===== config.mk =====
export PLATFORM = sky130hd
export DESIGN_NAME = ans_port
export DESIGN_NICKNAME = d
export VERILOG_FILES = /design/src/rtl/ans_pkg.sv /design/src/rtl/ans_clk_div.sv /design/src/rtl/ans_port.sv
export VERILOG_INCLUDE_DIRS = /design/src /design/src/rtl
export SDC_FILE = /design/constraint.sdc
export NUM_CORES = 2
export LEC_CHECK = 0
export BUFFER_PORTS_ARGS = -buffer_cell sky130_fd_sc_hd__buf_4
export CAP_MARGIN = 5
export CORE_MARGIN = 2
export CORE_UTILIZATION = 56
export DETAILED_ROUTE_END_ITERATION = 6
export PLACE_DENSITY = 0.71
export REMOVE_ABC_BUFFERS = 1
export SKIP_LAST_GASP = 1
export SLEW_MARGIN = 10
export SYNTH_ARGS = -nofsm -noshare
export SYNTH_HDL_FRONTEND = slang
export SYNTH_SLANG_ARGS = --single-unit

===== constraint.sdc =====
create_clock -name core_clk -period 12.1 [get_ports core_clk]
set_input_delay 0.605 -clock core_clk [delete_from_list [all_inputs] [get_ports core_clk]]
set_output_delay 0.605 -clock core_clk [all_outputs]
set_load 0.05 [all_outputs]

===== src/rtl/ans_cfg.svh =====
`ifndef ANS_CFG_SVH
`define ANS_CFG_SVH

// Word, slot and FIFO geometry
`define ANS_WORD_W        16
`define ANS_HALF_W        8
`define ANS_SLOTS         4
`define ANS_FIFO_DEPTH    16
`define ANS_FIFO_AW       4
`define ANS_CNT_W         5

// Routing bit positions
`define ANS_IRQ_ROUTE_BIT 7

// Frame sync length codes and pulse widths in bit clocks
`define ANS_FSL_CODE_6    3'h0
`define ANS_FSL_CODE_13   3'h1
`define ANS_FSL_CODE_14   3'h2
`define ANS_FSL_CODE_15   3'h3
`define ANS_FSL_LEN_6     5'h06
`define ANS_FSL_LEN_13    5'h0d
`define ANS_FSL_LEN_14    5'h0e
`define ANS_FSL_LEN_15    5'h0f
`define ANS_FSL_LEN_16    5'h10

// Last bit index within a slot
`define ANS_LAST_BIT_8    4'h7
`define ANS_LAST_BIT_16   4'hf

// Reset values
`define ANS_RST_FCNT      7'h00
`define ANS_RST_DIV       8'h00

`endif


===== src/rtl/ans_pkg.sv =====
package ans_pkg;
`include "ans_cfg.svh"

  typedef logic [`ANS_WORD_W-1:0] ans_word_t;

  typedef enum logic [1:0] {
    ST_IDLE = 2'b01,
    ST_RUN  = 2'b10
  } ans_state_t;

  typedef struct packed {
    logic [7:0] cnt;
    logic       src_q;
    logic       rise;
    logic       fall;
  } ans_div_t;

  typedef struct packed {
    ans_state_t                                   state;
    logic                                         bclk_q;
    logic                                         fs_q;
    logic                                         rbclk_q;
    logic                                         rfs_q;
    logic [6:0]                                   fcnt;
    logic [2:0]                                   tslot;
    logic [3:0]                                   tbit;
    logic [2:0]                                   rslot;
    logic [3:0]                                   rbit;
    ans_word_t                                    tsh;
    ans_word_t                                    rsh;
    logic [`ANS_FIFO_DEPTH-1:0][`ANS_WORD_W-1:0]  tx_mem;
    logic [`ANS_FIFO_AW-1:0]                      tx_wp;
    logic [`ANS_FIFO_AW-1:0]                      tx_rp;
    logic [`ANS_CNT_W-1:0]                        tx_cnt;
    ans_word_t                                    tx_last;
    logic [`ANS_FIFO_DEPTH-1:0][`ANS_WORD_W-1:0]  rx_mem;
    logic [`ANS_FIFO_AW-1:0]                      rx_wp;
    logic [`ANS_FIFO_AW-1:0]                      rx_rp;
    logic [`ANS_CNT_W-1:0]                        rx_cnt;
    ans_word_t                                    rx_rdata;
    logic [`ANS_SLOTS-1:0][`ANS_WORD_W-1:0]       tx_hold;
    logic [`ANS_SLOTS-1:0]                        tx_full;
    logic [`ANS_SLOTS-1:0][`ANS_WORD_W-1:0]       rx_hold;
    logic [`ANS_SLOTS-1:0]                        rx_full;
    logic                                         bclk_o;
    logic                                         bclk_oe;
    logic                                         fs_o;
    logic                                         fs_oe;
    logic                                         sd_o;
    logic                                         sd_oe;
    logic                                         rbclk_o;
    logic                                         rfs_o;
    logic                                         rpins_oe;
    logic                                         tx_unf;
    logic                                         rx_ovf;
    logic [2*`ANS_SLOTS-1:0]                      dma_req;
    logic [3:0]                                   cpu_dma;
    logic [3:0]                                   dsp_dma;
    logic                                         cpu_irq;
    logic                                         dsp_irq;
  } ans_st_t;

endpackage


===== src/rtl/ans_clk_div.sv =====
`timescale 1ns/100ps
`default_nettype none
`include "ans_cfg.svh"

module ans_clk_div (
  input  wire logic       core_clk,
  input  wire logic       sys_rst,
  input  wire logic       clk_src_sel,
  input  wire logic       aux_clk1,
  input  wire logic       aux_clk8,
  input  wire logic [7:0] bit_clock_divider,
  output logic            bclk_rise,
  output logic            bclk_fall
);
  import ans_pkg::*;

  ans_div_t st_r;
  ans_div_t st_nxt;
  logic     src;
  logic [7:0] half;

  assign src       = clk_src_sel ? aux_clk8 : aux_clk1;
  assign half      = 8'((9'(bit_clock_divider) + 9'h001) >> 1);
  assign bclk_rise = st_r.rise;
  assign bclk_fall = st_r.fall;

  always_comb begin
    st_nxt       = st_r;
    st_nxt.src_q = src;
    st_nxt.rise  = 1'b0;
    st_nxt.fall  = 1'b0;
    if (src && !st_r.src_q) begin
      // Period of divider plus one source cycles
      st_nxt.cnt  = (st_r.cnt == bit_clock_divider) ? 8'h00 : st_r.cnt + 8'h01;
      st_nxt.rise = (st_nxt.cnt == 8'h00);
      st_nxt.fall = (st_nxt.cnt == half) && (half != 8'h00);
    end
  end

  always_ff @(posedge core_clk) begin
    if (sys_rst) begin
      st_r     <= '0;
      st_r.cnt <= `ANS_RST_DIV;
    end else begin
      st_r <= st_nxt;
    end
  end

endmodule
`default_nettype wire


===== src/rtl/ans_port.sv =====
// How it works
// - Slots in a frame share 8/16 length.
// - Frame sync starts frame at slot zero.
// - Up to four slots belong to us.
// - Transmit drives only assigned slots, else released.
// - Per-slot select: transmit FIFO or holding register.
// - Receive keeps assigned-slot words, FIFO or holding.
// - Receive FIFO fill above limit raises interrupt.
// - Transmit FIFO at/below limit raises interrupt.
// - Interrupt gated, route bit 7 picks controller.
// - CPU route appears as request line 27.
// - Receive DMA slot fills holding, requests while full.
// - Transmit DMA slot drains holding, requests while empty.
// - Synchronous mode: receiver uses transmit clock, sync.
// - Extra syncs at slot 1 and 2.
// - Slot 0/1 requests map to routed channels 6-9.
// - DMA requests need the port DMA enable.
// - Bit clock is input over divider plus one.
// - Input clock chosen from two auxiliary clocks.
// - Frame length is divider plus one bits.
// - Sync pulse width 6, 13, 14, 15, 16.
// - Only the master drives clock and sync.
// - Each FIFO holds sixteen words.
// - Empty transmit holding resends previous slot word.
`timescale 1ns/100ps
`default_nettype none
`include "ans_cfg.svh"

module ans_port (
  input  wire logic                        core_clk,
  input  wire logic                        sys_rst,
  input  wire logic                        port_enable,
  input  wire logic                        master_mode,
  input  wire logic                        sync_mode,
  input  wire logic                        word16,
  input  wire logic [1:0]                  slot_count_sel,
  input  wire logic [3:0]                  tx_slot_assign,
  input  wire logic [3:0]                  rx_slot_assign,
  input  wire logic [3:0]                  tx_slot_dma_select,
  input  wire logic [3:0]                  rx_slot_dma_select,
  input  wire logic                        extra_fs_en,
  input  wire logic                        clk_src_sel,
  input  wire logic                        aux_clk1,
  input  wire logic                        aux_clk8,
  input  wire logic [7:0]                  bit_clock_divider,
  input  wire logic [6:0]                  frame_clock_divider,
  input  wire logic [2:0]                  frame_sync_length,
  input  wire logic                        port_irq_enable,
  input  wire logic [3:0]                  rx_warn_limit,
  input  wire logic [3:0]                  tx_warn_limit,
  input  wire logic [7:0]                  subsystem_irq_route,
  input  wire logic                        port_dma_enable,
  input  wire logic [3:0]                  subsystem_dma_route,
  input  wire logic                        tx_fifo_wr,
  input  wire ans_pkg::ans_word_t          tx_fifo_wdata,
  input  wire logic                        rx_fifo_rd,
  output ans_pkg::ans_word_t               rx_fifo_rdata,
  output logic [4:0]                       tx_fifo_count,
  output logic [4:0]                       rx_fifo_count,
  output logic                             tx_underrun,
  output logic                             rx_overrun,
  input  wire logic [3:0]                  tx_dma_wr,
  input  wire ans_pkg::ans_word_t          tx_dma_wdata,
  input  wire logic [3:0]                  rx_dma_rd,
  output logic [63:0]                      rx_slot_dma_holding,
  output logic [7:0]                       dma_req,
  output logic [3:0]                       cpu_dma_req,
  output logic [3:0]                       dsp_dma_req,
  output logic                             cpu_irq27,
  output logic                             dsp_irq,
  input  wire logic                        tx_bit_clock_in,
  output logic                             tx_bit_clock_out,
  output logic                             tx_bit_clock_oe,
  input  wire logic                        tx_frame_sync_in,
  output logic                             tx_frame_sync_out,
  output logic                             tx_frame_sync_oe,
  output logic                             serial_tx_data_out,
  output logic                             serial_tx_data_oe,
  input  wire logic                        serial_rx_data,
  input  wire logic                        rx_bit_clock_in,
  output logic                             rx_bit_clock_out,
  output logic                             rx_bit_clock_oe,
  input  wire logic                        rx_frame_sync_in,
  output logic                             rx_frame_sync_out,
  output logic                             rx_frame_sync_oe
);
  import ans_pkg::*;

  ans_st_t    st_r;
  ans_st_t    st_nxt;
  logic       div_rise;
  logic       div_fall;
  logic       t_rise;
  logic       t_fall;
  logic       r_rise;
  logic       r_fall;
  logic       t_fstart;
  logic       r_fstart;
  logic [3:0] last_bit;
  logic [4:0] fs_len;

  ans_clk_div u_div (
    .core_clk          (core_clk),
    .sys_rst           (sys_rst),
    .clk_src_sel       (clk_src_sel),
    .aux_clk1          (aux_clk1),
    .aux_clk8          (aux_clk8),
    .bit_clock_divider (bit_clock_divider),
    .bclk_rise         (div_rise),
    .bclk_fall         (div_fall)
  );

  // Master uses own divider; slave follows the pins
  assign t_rise   = master_mode ? div_rise : (tx_bit_clock_in && !st_r.bclk_q);
  assign t_fall   = master_mode ? div_fall : (!tx_bit_clock_in && st_r.bclk_q);
  assign r_rise   = sync_mode ? t_rise : (rx_bit_clock_in && !st_r.rbclk_q);
  assign r_fall   = sync_mode ? t_fall : (!rx_bit_clock_in && st_r.rbclk_q);
  assign t_fstart = master_mode ? (st_r.fcnt == frame_clock_divider)
                                : (tx_frame_sync_in && !st_r.fs_q);
  assign r_fstart = sync_mode ? t_fstart : (rx_frame_sync_in && !st_r.rfs_q);
  assign last_bit = word16 ? `ANS_LAST_BIT_16 : `ANS_LAST_BIT_8;

  always_comb begin
    case (frame_sync_length)
      `ANS_FSL_CODE_6:  fs_len = `ANS_FSL_LEN_6;
      `ANS_FSL_CODE_13: fs_len = `ANS_FSL_LEN_13;
      `ANS_FSL_CODE_14: fs_len = `ANS_FSL_LEN_14;
      `ANS_FSL_CODE_15: fs_len = `ANS_FSL_LEN_15;
      default:          fs_len = `ANS_FSL_LEN_16;
    endcase
  end

  // Slot and bit position after one bit clock
  function automatic logic [6:0] slot_adv(input logic fs, input logic [2:0] s,
                                          input logic [3:0] b, input logic [3:0] lb);
    logic [2:0] s_inc;
    s_inc = (s == 3'h7) ? s : s + 3'h1;
    if (fs) begin
      slot_adv = 7'h00;
    end else if (b == lb) begin
      slot_adv = {s_inc, 4'h0};
    end else begin
      slot_adv = {s, b + 4'h1};
    end
  endfunction

  // Slot belongs to this port in this direction
  function automatic logic slot_own(input logic [3:0] asg, input logic [2:0] s,
                                    input logic [1:0] cnt_sel);
    slot_own = (s[2] == 1'b0) && (s[1:0] <= cnt_sel) && asg[s[1:0]];
  endfunction

  always_comb begin
    ans_word_t  tw;
    ans_word_t  rw;
    logic [1:0] k;
    logic       fifo_rx_used;
    logic       fifo_tx_used;
    logic       irq;
    tw           = '0;
    rw           = '0;
    k            = 2'h0;
    fifo_rx_used = 1'b0;
    fifo_tx_used = 1'b0;
    irq          = 1'b0;
    st_nxt       = st_r;
    st_nxt.tx_unf = 1'b0;
    st_nxt.rx_ovf = 1'b0;
    st_nxt.bclk_q  = tx_bit_clock_in;
    st_nxt.rbclk_q = rx_bit_clock_in;
    st_nxt.bclk_oe  = master_mode;
    st_nxt.fs_oe    = master_mode;
    st_nxt.rpins_oe = master_mode && sync_mode && extra_fs_en;
    if (!port_enable) begin
      st_nxt.state = ST_IDLE;
    end

    // Transmit side timing and shifting
    if (t_rise) begin
      st_nxt.fs_q = tx_frame_sync_in;
      if (master_mode) begin
        st_nxt.bclk_o = 1'b1;
        st_nxt.fcnt = t_fstart ? `ANS_RST_FCNT : st_r.fcnt + 7'h01;
        // No sync pulse before the first counter wrap after reset
        st_nxt.fs_o = t_fstart
                      || (st_r.fs_o && ({1'b0, st_nxt.fcnt} < {3'b000, fs_len}));
      end
      if (t_fstart && port_enable) begin
        st_nxt.state = ST_RUN;
      end
      {st_nxt.tslot, st_nxt.tbit} = slot_adv(t_fstart, st_r.tslot, st_r.tbit, last_bit);
      st_nxt.rbclk_o = (st_nxt.tslot == 3'h1) && ({1'b0, st_nxt.tbit} < fs_len);
      st_nxt.rfs_o   = (st_nxt.tslot == 3'h2) && ({1'b0, st_nxt.tbit} < fs_len);
      k = st_nxt.tslot[1:0];
      if (st_nxt.state == ST_RUN && slot_own(tx_slot_assign, st_nxt.tslot, slot_count_sel)) begin
        if (st_nxt.tbit == 4'h0) begin
          if (tx_slot_dma_select[k]) begin
            tw = st_r.tx_hold[k];
            st_nxt.tx_full[k] = 1'b0;
          end else if (st_r.tx_cnt != 5'h00) begin
            tw = st_r.tx_mem[st_r.tx_rp];
            st_nxt.tx_rp   = st_r.tx_rp + 4'h1;
            st_nxt.tx_cnt  = st_r.tx_cnt - 5'h01;
            st_nxt.tx_last = tw;
          end else begin
            tw = st_r.tx_last;
            st_nxt.tx_unf = 1'b1;
          end
          st_nxt.tsh = word16 ? tw : {tw[`ANS_HALF_W-1:0], 8'h00};
        end else begin
          st_nxt.tsh = {st_r.tsh[`ANS_WORD_W-2:0], 1'b0};
        end
        st_nxt.sd_o  = st_nxt.tsh[`ANS_WORD_W-1];
        st_nxt.sd_oe = 1'b1;
      end else begin
        st_nxt.sd_oe = 1'b0;
      end
    end
    if (t_fall && master_mode) begin
      st_nxt.bclk_o = 1'b0;
    end
    if (!port_enable) begin
      st_nxt.sd_oe = 1'b0;
    end

    // Software side of transmit and receive buffers; a same-cycle drain makes room for a write
    if (tx_fifo_wr && st_nxt.tx_cnt != 5'h10) begin
      st_nxt.tx_mem[st_r.tx_wp] = tx_fifo_wdata;
      st_nxt.tx_wp  = st_r.tx_wp + 4'h1;
      st_nxt.tx_cnt = st_nxt.tx_cnt + 5'h01;
    end
    for (int i = 0; i < `ANS_SLOTS; i++) begin
      if (tx_dma_wr[i]) begin
        st_nxt.tx_hold[i] = tx_dma_wdata;
        st_nxt.tx_full[i] = 1'b1;
      end
      if (rx_dma_rd[i]) begin
        st_nxt.rx_full[i] = 1'b0;
      end
    end
    if (rx_fifo_rd && st_r.rx_cnt != 5'h00) begin
      st_nxt.rx_rdata = st_r.rx_mem[st_r.rx_rp];
      st_nxt.rx_rp  = st_r.rx_rp + 4'h1;
      st_nxt.rx_cnt = st_r.rx_cnt - 5'h01;
    end

    // Receive side timing and capture
    if (r_rise) begin
      st_nxt.rfs_q = rx_frame_sync_in;
      {st_nxt.rslot, st_nxt.rbit} = slot_adv(r_fstart, st_r.rslot, st_r.rbit, last_bit);
    end
    if (r_fall && st_r.state == ST_RUN
        && slot_own(rx_slot_assign, st_r.rslot, slot_count_sel)) begin
      st_nxt.rsh = {st_r.rsh[`ANS_WORD_W-2:0], serial_rx_data};
      if (st_r.rbit == last_bit) begin
        rw = word16 ? st_nxt.rsh : {8'h00, st_nxt.rsh[`ANS_HALF_W-1:0]};
        k  = st_r.rslot[1:0];
        if (rx_slot_dma_select[k]) begin
          st_nxt.rx_hold[k] = rw;
          st_nxt.rx_full[k] = 1'b1;
        end else if (st_nxt.rx_cnt != 5'h10) begin
          st_nxt.rx_mem[st_r.rx_wp] = rw;
          st_nxt.rx_wp  = st_r.rx_wp + 4'h1;
          st_nxt.rx_cnt = st_nxt.rx_cnt + 5'h01;
        end else begin
          st_nxt.rx_ovf = 1'b1;
        end
      end
    end

    // Interrupt and its routing
    fifo_rx_used = |(rx_slot_assign & ~rx_slot_dma_select);
    fifo_tx_used = |(tx_slot_assign & ~tx_slot_dma_select);
    irq = port_irq_enable &&
          ((fifo_rx_used && st_nxt.rx_cnt > {1'b0, rx_warn_limit}) ||
           (fifo_tx_used && st_nxt.tx_cnt <= {1'b0, tx_warn_limit}));
    st_nxt.cpu_irq = irq && !subsystem_irq_route[`ANS_IRQ_ROUTE_BIT];
    st_nxt.dsp_irq = irq && subsystem_irq_route[`ANS_IRQ_ROUTE_BIT];

    // DMA requests and routing of slots 0 and 1
    for (int i = 0; i < `ANS_SLOTS; i++) begin
      st_nxt.dma_req[2*i]   = port_dma_enable && rx_slot_dma_select[i]
                              && st_nxt.rx_full[i];
      st_nxt.dma_req[2*i+1] = port_dma_enable && tx_slot_dma_select[i]
                              && !st_nxt.tx_full[i];
    end
    for (int j = 0; j < 4; j++) begin
      st_nxt.cpu_dma[j] = st_nxt.dma_req[j] && !subsystem_dma_route[j];
      st_nxt.dsp_dma[j] = st_nxt.dma_req[j] && subsystem_dma_route[j];
    end
  end

  always_ff @(posedge core_clk) begin
    if (sys_rst) begin
      st_r       <= '0;
      st_r.state <= ST_IDLE;
    end else begin
      st_r <= st_nxt;
    end
  end

  assign rx_fifo_rdata       = st_r.rx_rdata;
  assign tx_fifo_count       = st_r.tx_cnt;
  assign rx_fifo_count       = st_r.rx_cnt;
  assign tx_underrun         = st_r.tx_unf;
  assign rx_overrun          = st_r.rx_ovf;
  assign rx_slot_dma_holding = st_r.rx_hold;
  assign dma_req             = st_r.dma_req;
  assign cpu_dma_req         = st_r.cpu_dma;
  assign dsp_dma_req         = st_r.dsp_dma;
  assign cpu_irq27           = st_r.cpu_irq;
  assign dsp_irq             = st_r.dsp_irq;
  assign tx_bit_clock_out    = st_r.bclk_o;
  assign tx_bit_clock_oe     = st_r.bclk_oe;
  assign tx_frame_sync_out   = st_r.fs_o;
  assign tx_frame_sync_oe    = st_r.fs_oe;
  assign serial_tx_data_out  = st_r.sd_o;
  assign serial_tx_data_oe   = st_r.sd_oe;
  assign rx_bit_clock_out    = st_r.rbclk_o;
  assign rx_bit_clock_oe     = st_r.rpins_oe;
  assign rx_frame_sync_out   = st_r.rfs_o;
  assign rx_frame_sync_oe    = st_r.rpins_oe;

endmodule
`default_nettype wire


# After elaboration in Yosys (flattened, before gate mapping)
# Cells that the tools add are included.
# op_classes
bitwise_logic	18
n_eq_ne	17
reduce_logical	95
muxes	83
order_cmp	16
n_addsub	15
# op_table
operator	n
256-bit bitwise mux	2
16-bit 2-to-1 mux	11
16-bit binary-select mux with 4-bit select	2
16-bit demux with 4-bit select	2
21-bit 2-to-1 mux	6
64-bit bitwise mux	1
1-bit logical AND	57
7-bit 2-to-1 mux	6
16-bit binary-select mux with 2-bit select	1
16-bit demux with 2-bit select	1
4-bit 2-to-1 mux	8
5-bit 2-to-1 mux	5
4-bit by 1-bit adder with 4-bit output, second input constant	6
1-bit 2-to-1 mux	24
4-bit by 5-bit < comparator with 1-bit output, second input constant	4
5-bit case mux with 4 select lines	1
8-bit equality test	2
1-bit logical NOT	16
4-bit AND	3
4-bit NOT	3
4-bit OR reduction	3
1-bit NOT	11
5-bit by 1-bit adder with 5-bit output, second input constant	2
5-bit != test, second input constant	2
other kinds (39)	65
# totals
ff_bits	802
word_cells	325
out_inout_bits	120
inputBits	115

# Depth between registers and ports, before layout
# depth
ltp_word	19
depth_mapped	31

# Modules after synthesis
# Synthesis repeated with hierarchy kept, for this count alone.
# unflattened
cells_unflattened	3920
hier_area_um2	37262.0
# modules_own_cells
mod	instances	area_each_um2	cells_per_inst	seq_area_each_um2
ans_port	1	36155.9	3778	15835.2
ans_clk_div	1	1106.1	142	220.2

# Worst setup path after synthesis
# OpenSTA, ideal clock, no wires.
# synth_timing
kind	input-to-reg
start	in word16
end	reg st_r, in the netlist cpu_irq27
cell_stages	30
arrival_ps	6388
path_slack_ps	5653
path_buffers	2
cell_sequence	buf_4 -> xor2_4 -> nor3b_4 -> mux2_2 -> clkbuf_1 -> and2_1 -> ha_1 -> nor2b_1 -> o21ai_0 -> and3_1 -> nor3b_1 -> a32oi_2 -> nor4_2 -> mux2i_1 -> inv_1 -> ha_1 -> nand2_1 -> a211oi_2 -> a21boi_1 -> mux2_2 -> ha_1 -> nor2b_1 -> o21ai_0 -> nand2b_1 -> a21oi_1 -> o221ai_1 -> nor2_1 -> nand2_1 -> a31oi_1 -> a221o_1
# synth_rtl
item	line	rtl
start, declared	ans_port.sv:35	input wire logic word16,
end signal, assigned	ans_port.sv:298	st_r <= st_nxt;
end, declared	ans_port.sv:89	ans_st_t st_r;

==> reports/results.ini <==
[global_route]
grt_max_degree = 240
grt-ovfl-total = 0
grt_pass1_vias = 25400
antenna_found_initial = 3
grt_usage_pct = 26.7
grt_pass1_wl_mm = 144

[critical_path]
cp.required_ns = 12.66
slowest_stage = a21boi_1
critPathMaxStageDelay_ns = 0.55
crit_top_cell = ha_1
path_class = flop to flop
endpoint_kind = flop
startpoint_type = flop
path_max_fanout = 41
worstPathArrival_ns = 7.97

[cts]
h-tree-depth = 3
root_buffer = clkbuf_16
cts_tree = built
post-cts-setup-buffers = 0
cts_buffer_depth = 3
clk_pin_slew_worst_paths_ns = 0.06
cts.sinks = 802
clkLatencyLatePin_ns = 0.63
cts_resized = 0
cts.hold.buffers_added = 0
numCtsBuffers = 82

[drt]
drt_wl_total_mm = 92.8
wl_per_cell_um = 20.1
num_vias = 26600
drt_iter0_markers = 2356
dr.pass1.iters = 5
drcViolationCount = 0
ant_nets = 0
vias_per_cell = 5.76

[timing]
max_freq_mhz = 135
fin_skew_ns = 0.0213
slew_headroom_pct = 24.1
slew_viol_final = 0
setup_violations = 0
fin_crit_ns = 7.41
hold_viol_final = 0
worstMarginPinSlew_ns = 1.13
rsz0062_at_grt = no
finalWorstSetupSlack_ns = 4.69
tns_ns = 0
period_share_pct = 61.3

[placement]
pre_cts_slack_ns = 4.62
gp_congestion = 0.871
dp_hpwl_mm = 56.8
dpl.cell_count = 4476
place.port_buffers = 227

[floorplanning]
design.core.area_um2 = 65600
io_pins = 235
start_util_pct = 56.4
die_w_um = 261
die_h_um = 261
rows = 94
die_area_um2 = 68200

[synthesis]
synth.most_common_cell = dfxtp_1
async_flop_share_pct = 0
synth-edff-count = 0
synth_top_area_cell = dfxtp_1
synth.top_cells.by_count = dfxtp_1 (802), mux2i_1 (705), nor2_1 (538)
synthFlopType = dfxtp_1
ys_seq_area_share_pct = 43.4
syn-cell-area_um2 = 37000
synthTopCellsByArea = dfxtp_1 (43%), mux2i_1 (19%), mux4_2 (7.0%), nor2_1 (5.5%), nand2_1 (4.4%)
avgSynthCellArea_um2 = 9.88
synthCells = 3746
synth_cell_types = 86
synth_top_area_share_pct = 43.4
yosysWarnings = 0
synth_seq_cells = 802

[cells_and_area]
layout-drive-gt1-share_pct = 15.8
fillCellCount = 5440
fin_util_pct = 62.2
nets = 3857
diodes = 0
area_growth_pct = 10.3
finalNonFillerCells = 4621

[power]
p_per_area_nw_per_um2 = 142
ir_worst_vdd_uv = 115
p_comb_share_pct = 8.0
seqPwrFrac_pct = 46.9
p_sw_share_pct = 24.0
clkPwrFrac_pct = 45.2
leakagePower_nw = 19.0
p_switching_mw = 1.39
power.internal_mw = 4.41

[run]
maxCapViolCount = 0

[outcome]
outcome = completed

[min_path]
hp-class = primary input to flop

==> logic make-up (layout without fill, tap and decap cells) <==
family                   Yosys count  after routing  synth area share (%)
AND/OR/NAND/NOR                 1181           1181                  13.4
flip-flops                       802            802                  43.4
multiplexers                     845            845                  26.9
buffers and inverters            452            463                  6.28
AO/OA/AOI/OAI                    356            356                  6.92
adder cells (fa/ha/maj)           46             46                  1.55
XOR/XNOR                          64             64                  1.59
==> per-stage QoR <==
step	area [um^2]	power [mW]	hold slack [ns]
after floorplan	34900	3.05	0.421
after global placement	38100	3.23	0.434
after detailed placement	38100	3.24	0.441
after CTS	40800	5.84	0.106
after global routing	40800	5.99	0.118
final	40800	5.80	0.127
==> worst max-delay path: cells and delay by family (launching register included) <==
family	cells	cell delay, ns
AOI/OAI and AO/OA	9	1.77
buffers and inverters	2	0.59
and+or+nand+nor	12	2.26
muxes	3	1.27
adders and majority gates	4	1.05
DFF	1	0.41
==> routing by layer <==
layer  part of all wire [%]  track usage [%]  up-vias  wire length (um)
li1                       -                -    12800                 -
met1                     47             38.5    12900             43200
met2                     45             41.9      795             41500
met3                    6.5             3.63      129              6020
met4                    2.2             8.14        0              2060
met5                      0                0        -                 0
==> layout make-up <==
cell class	count	area, um^2	share of cell area [%]
multi-input cells	2492	18700	45.7
flip-flops and latches	802	16100	39.4
clock inverters	34	445	1.09
clock buffers	111	2320	5.69
well taps	864	1080	2.65
repair buffers	273	2080	5.10
inverters	45	176	0.432
==> sequential cells by signal, indices dropped and copies added (netlist names), 4 cells and up <==
name	cells
cpu_dma_req	4
dma_req	8
dsp_dma_req	4
rx_fifo_count	5
rx_fifo_rdata	16
rx_slot_dma_holding	64
st_r	673
tx_fifo_count	5
u_div.st_r	9
==> layout by cell type, fill, tap and decap left out, types with 4 or more instances in the layout <==
cell | netlist | final
nor2_1 | 538 | 537
nor3b_1 | 7 | 7
mux4_2 | 115 | 115
nand2_1 | 434 | 434
nand2b_1 | 12 | 12
a21oi_1 | 122 | 122
o31ai_1 | 4 | 4
a22oi_1 | 23 | 23
buf_4 | 117 | 270
mux2_2 | 23 | 23
o221a_2 | 5 | 5
mux2i_1 | 705 | 705
dfxtp_1 | 802 | 798
ha_1 | 46 | 46
a221oi_1 | 38 | 38
nor4_1 | 4 | 4
inv_1 | 43 | 42
nor2b_1 | 19 | 18
nand4_1 | 38 | 38
o22ai_1 | 4 | 4
clkbuf_16 | 0 | 83
nor3_1 | 18 | 18
and2_1 | 27 | 26
a311oi_1 | 19 | 19
clkbuf_8 | 0 | 14
bufinv_16 | 0 | 10
and3_1 | 19 | 19
clkbuf_1 | 225 | 14
o21ai_4 | 15 | 15
o21ai_0 | 60 | 60
xor2_1 | 22 | 22
a22o_1 | 15 | 15
or2_2 | 4 | 4
clkinvlp_4 | 0 | 4
clkinv_2 | 0 | 16
xnor2_1 | 40 | 40
nand3_1 | 44 | 44
a21o_1 | 6 | 6
==> path summary, 6_finish.rpt <==
check	slack, ns	depth (start not counted)	from	to
min reg2reg	0.45	2	st_r[788]	st_r[788]
min	0.13	2	subsystem_dma_route[1]	cpu_dma_req[1]
max reg2reg	4.69	30	st_r[774]	cpu_irq27
max	4.69	30	st_r[774]	cpu_irq27
==> power groups by stage <==
stage	clock network, mW	logic [mW]	registers, mW
floorplan	0	0.240	2.81
global placement	0	0.460	2.77
detailed placement	0	0.463	2.78
CTS	2.65	0.465	2.72
global route	2.77	0.502	2.72
finish	2.62	0.461	2.72
No activity file was read; power rests on OpenSTA's default activity.
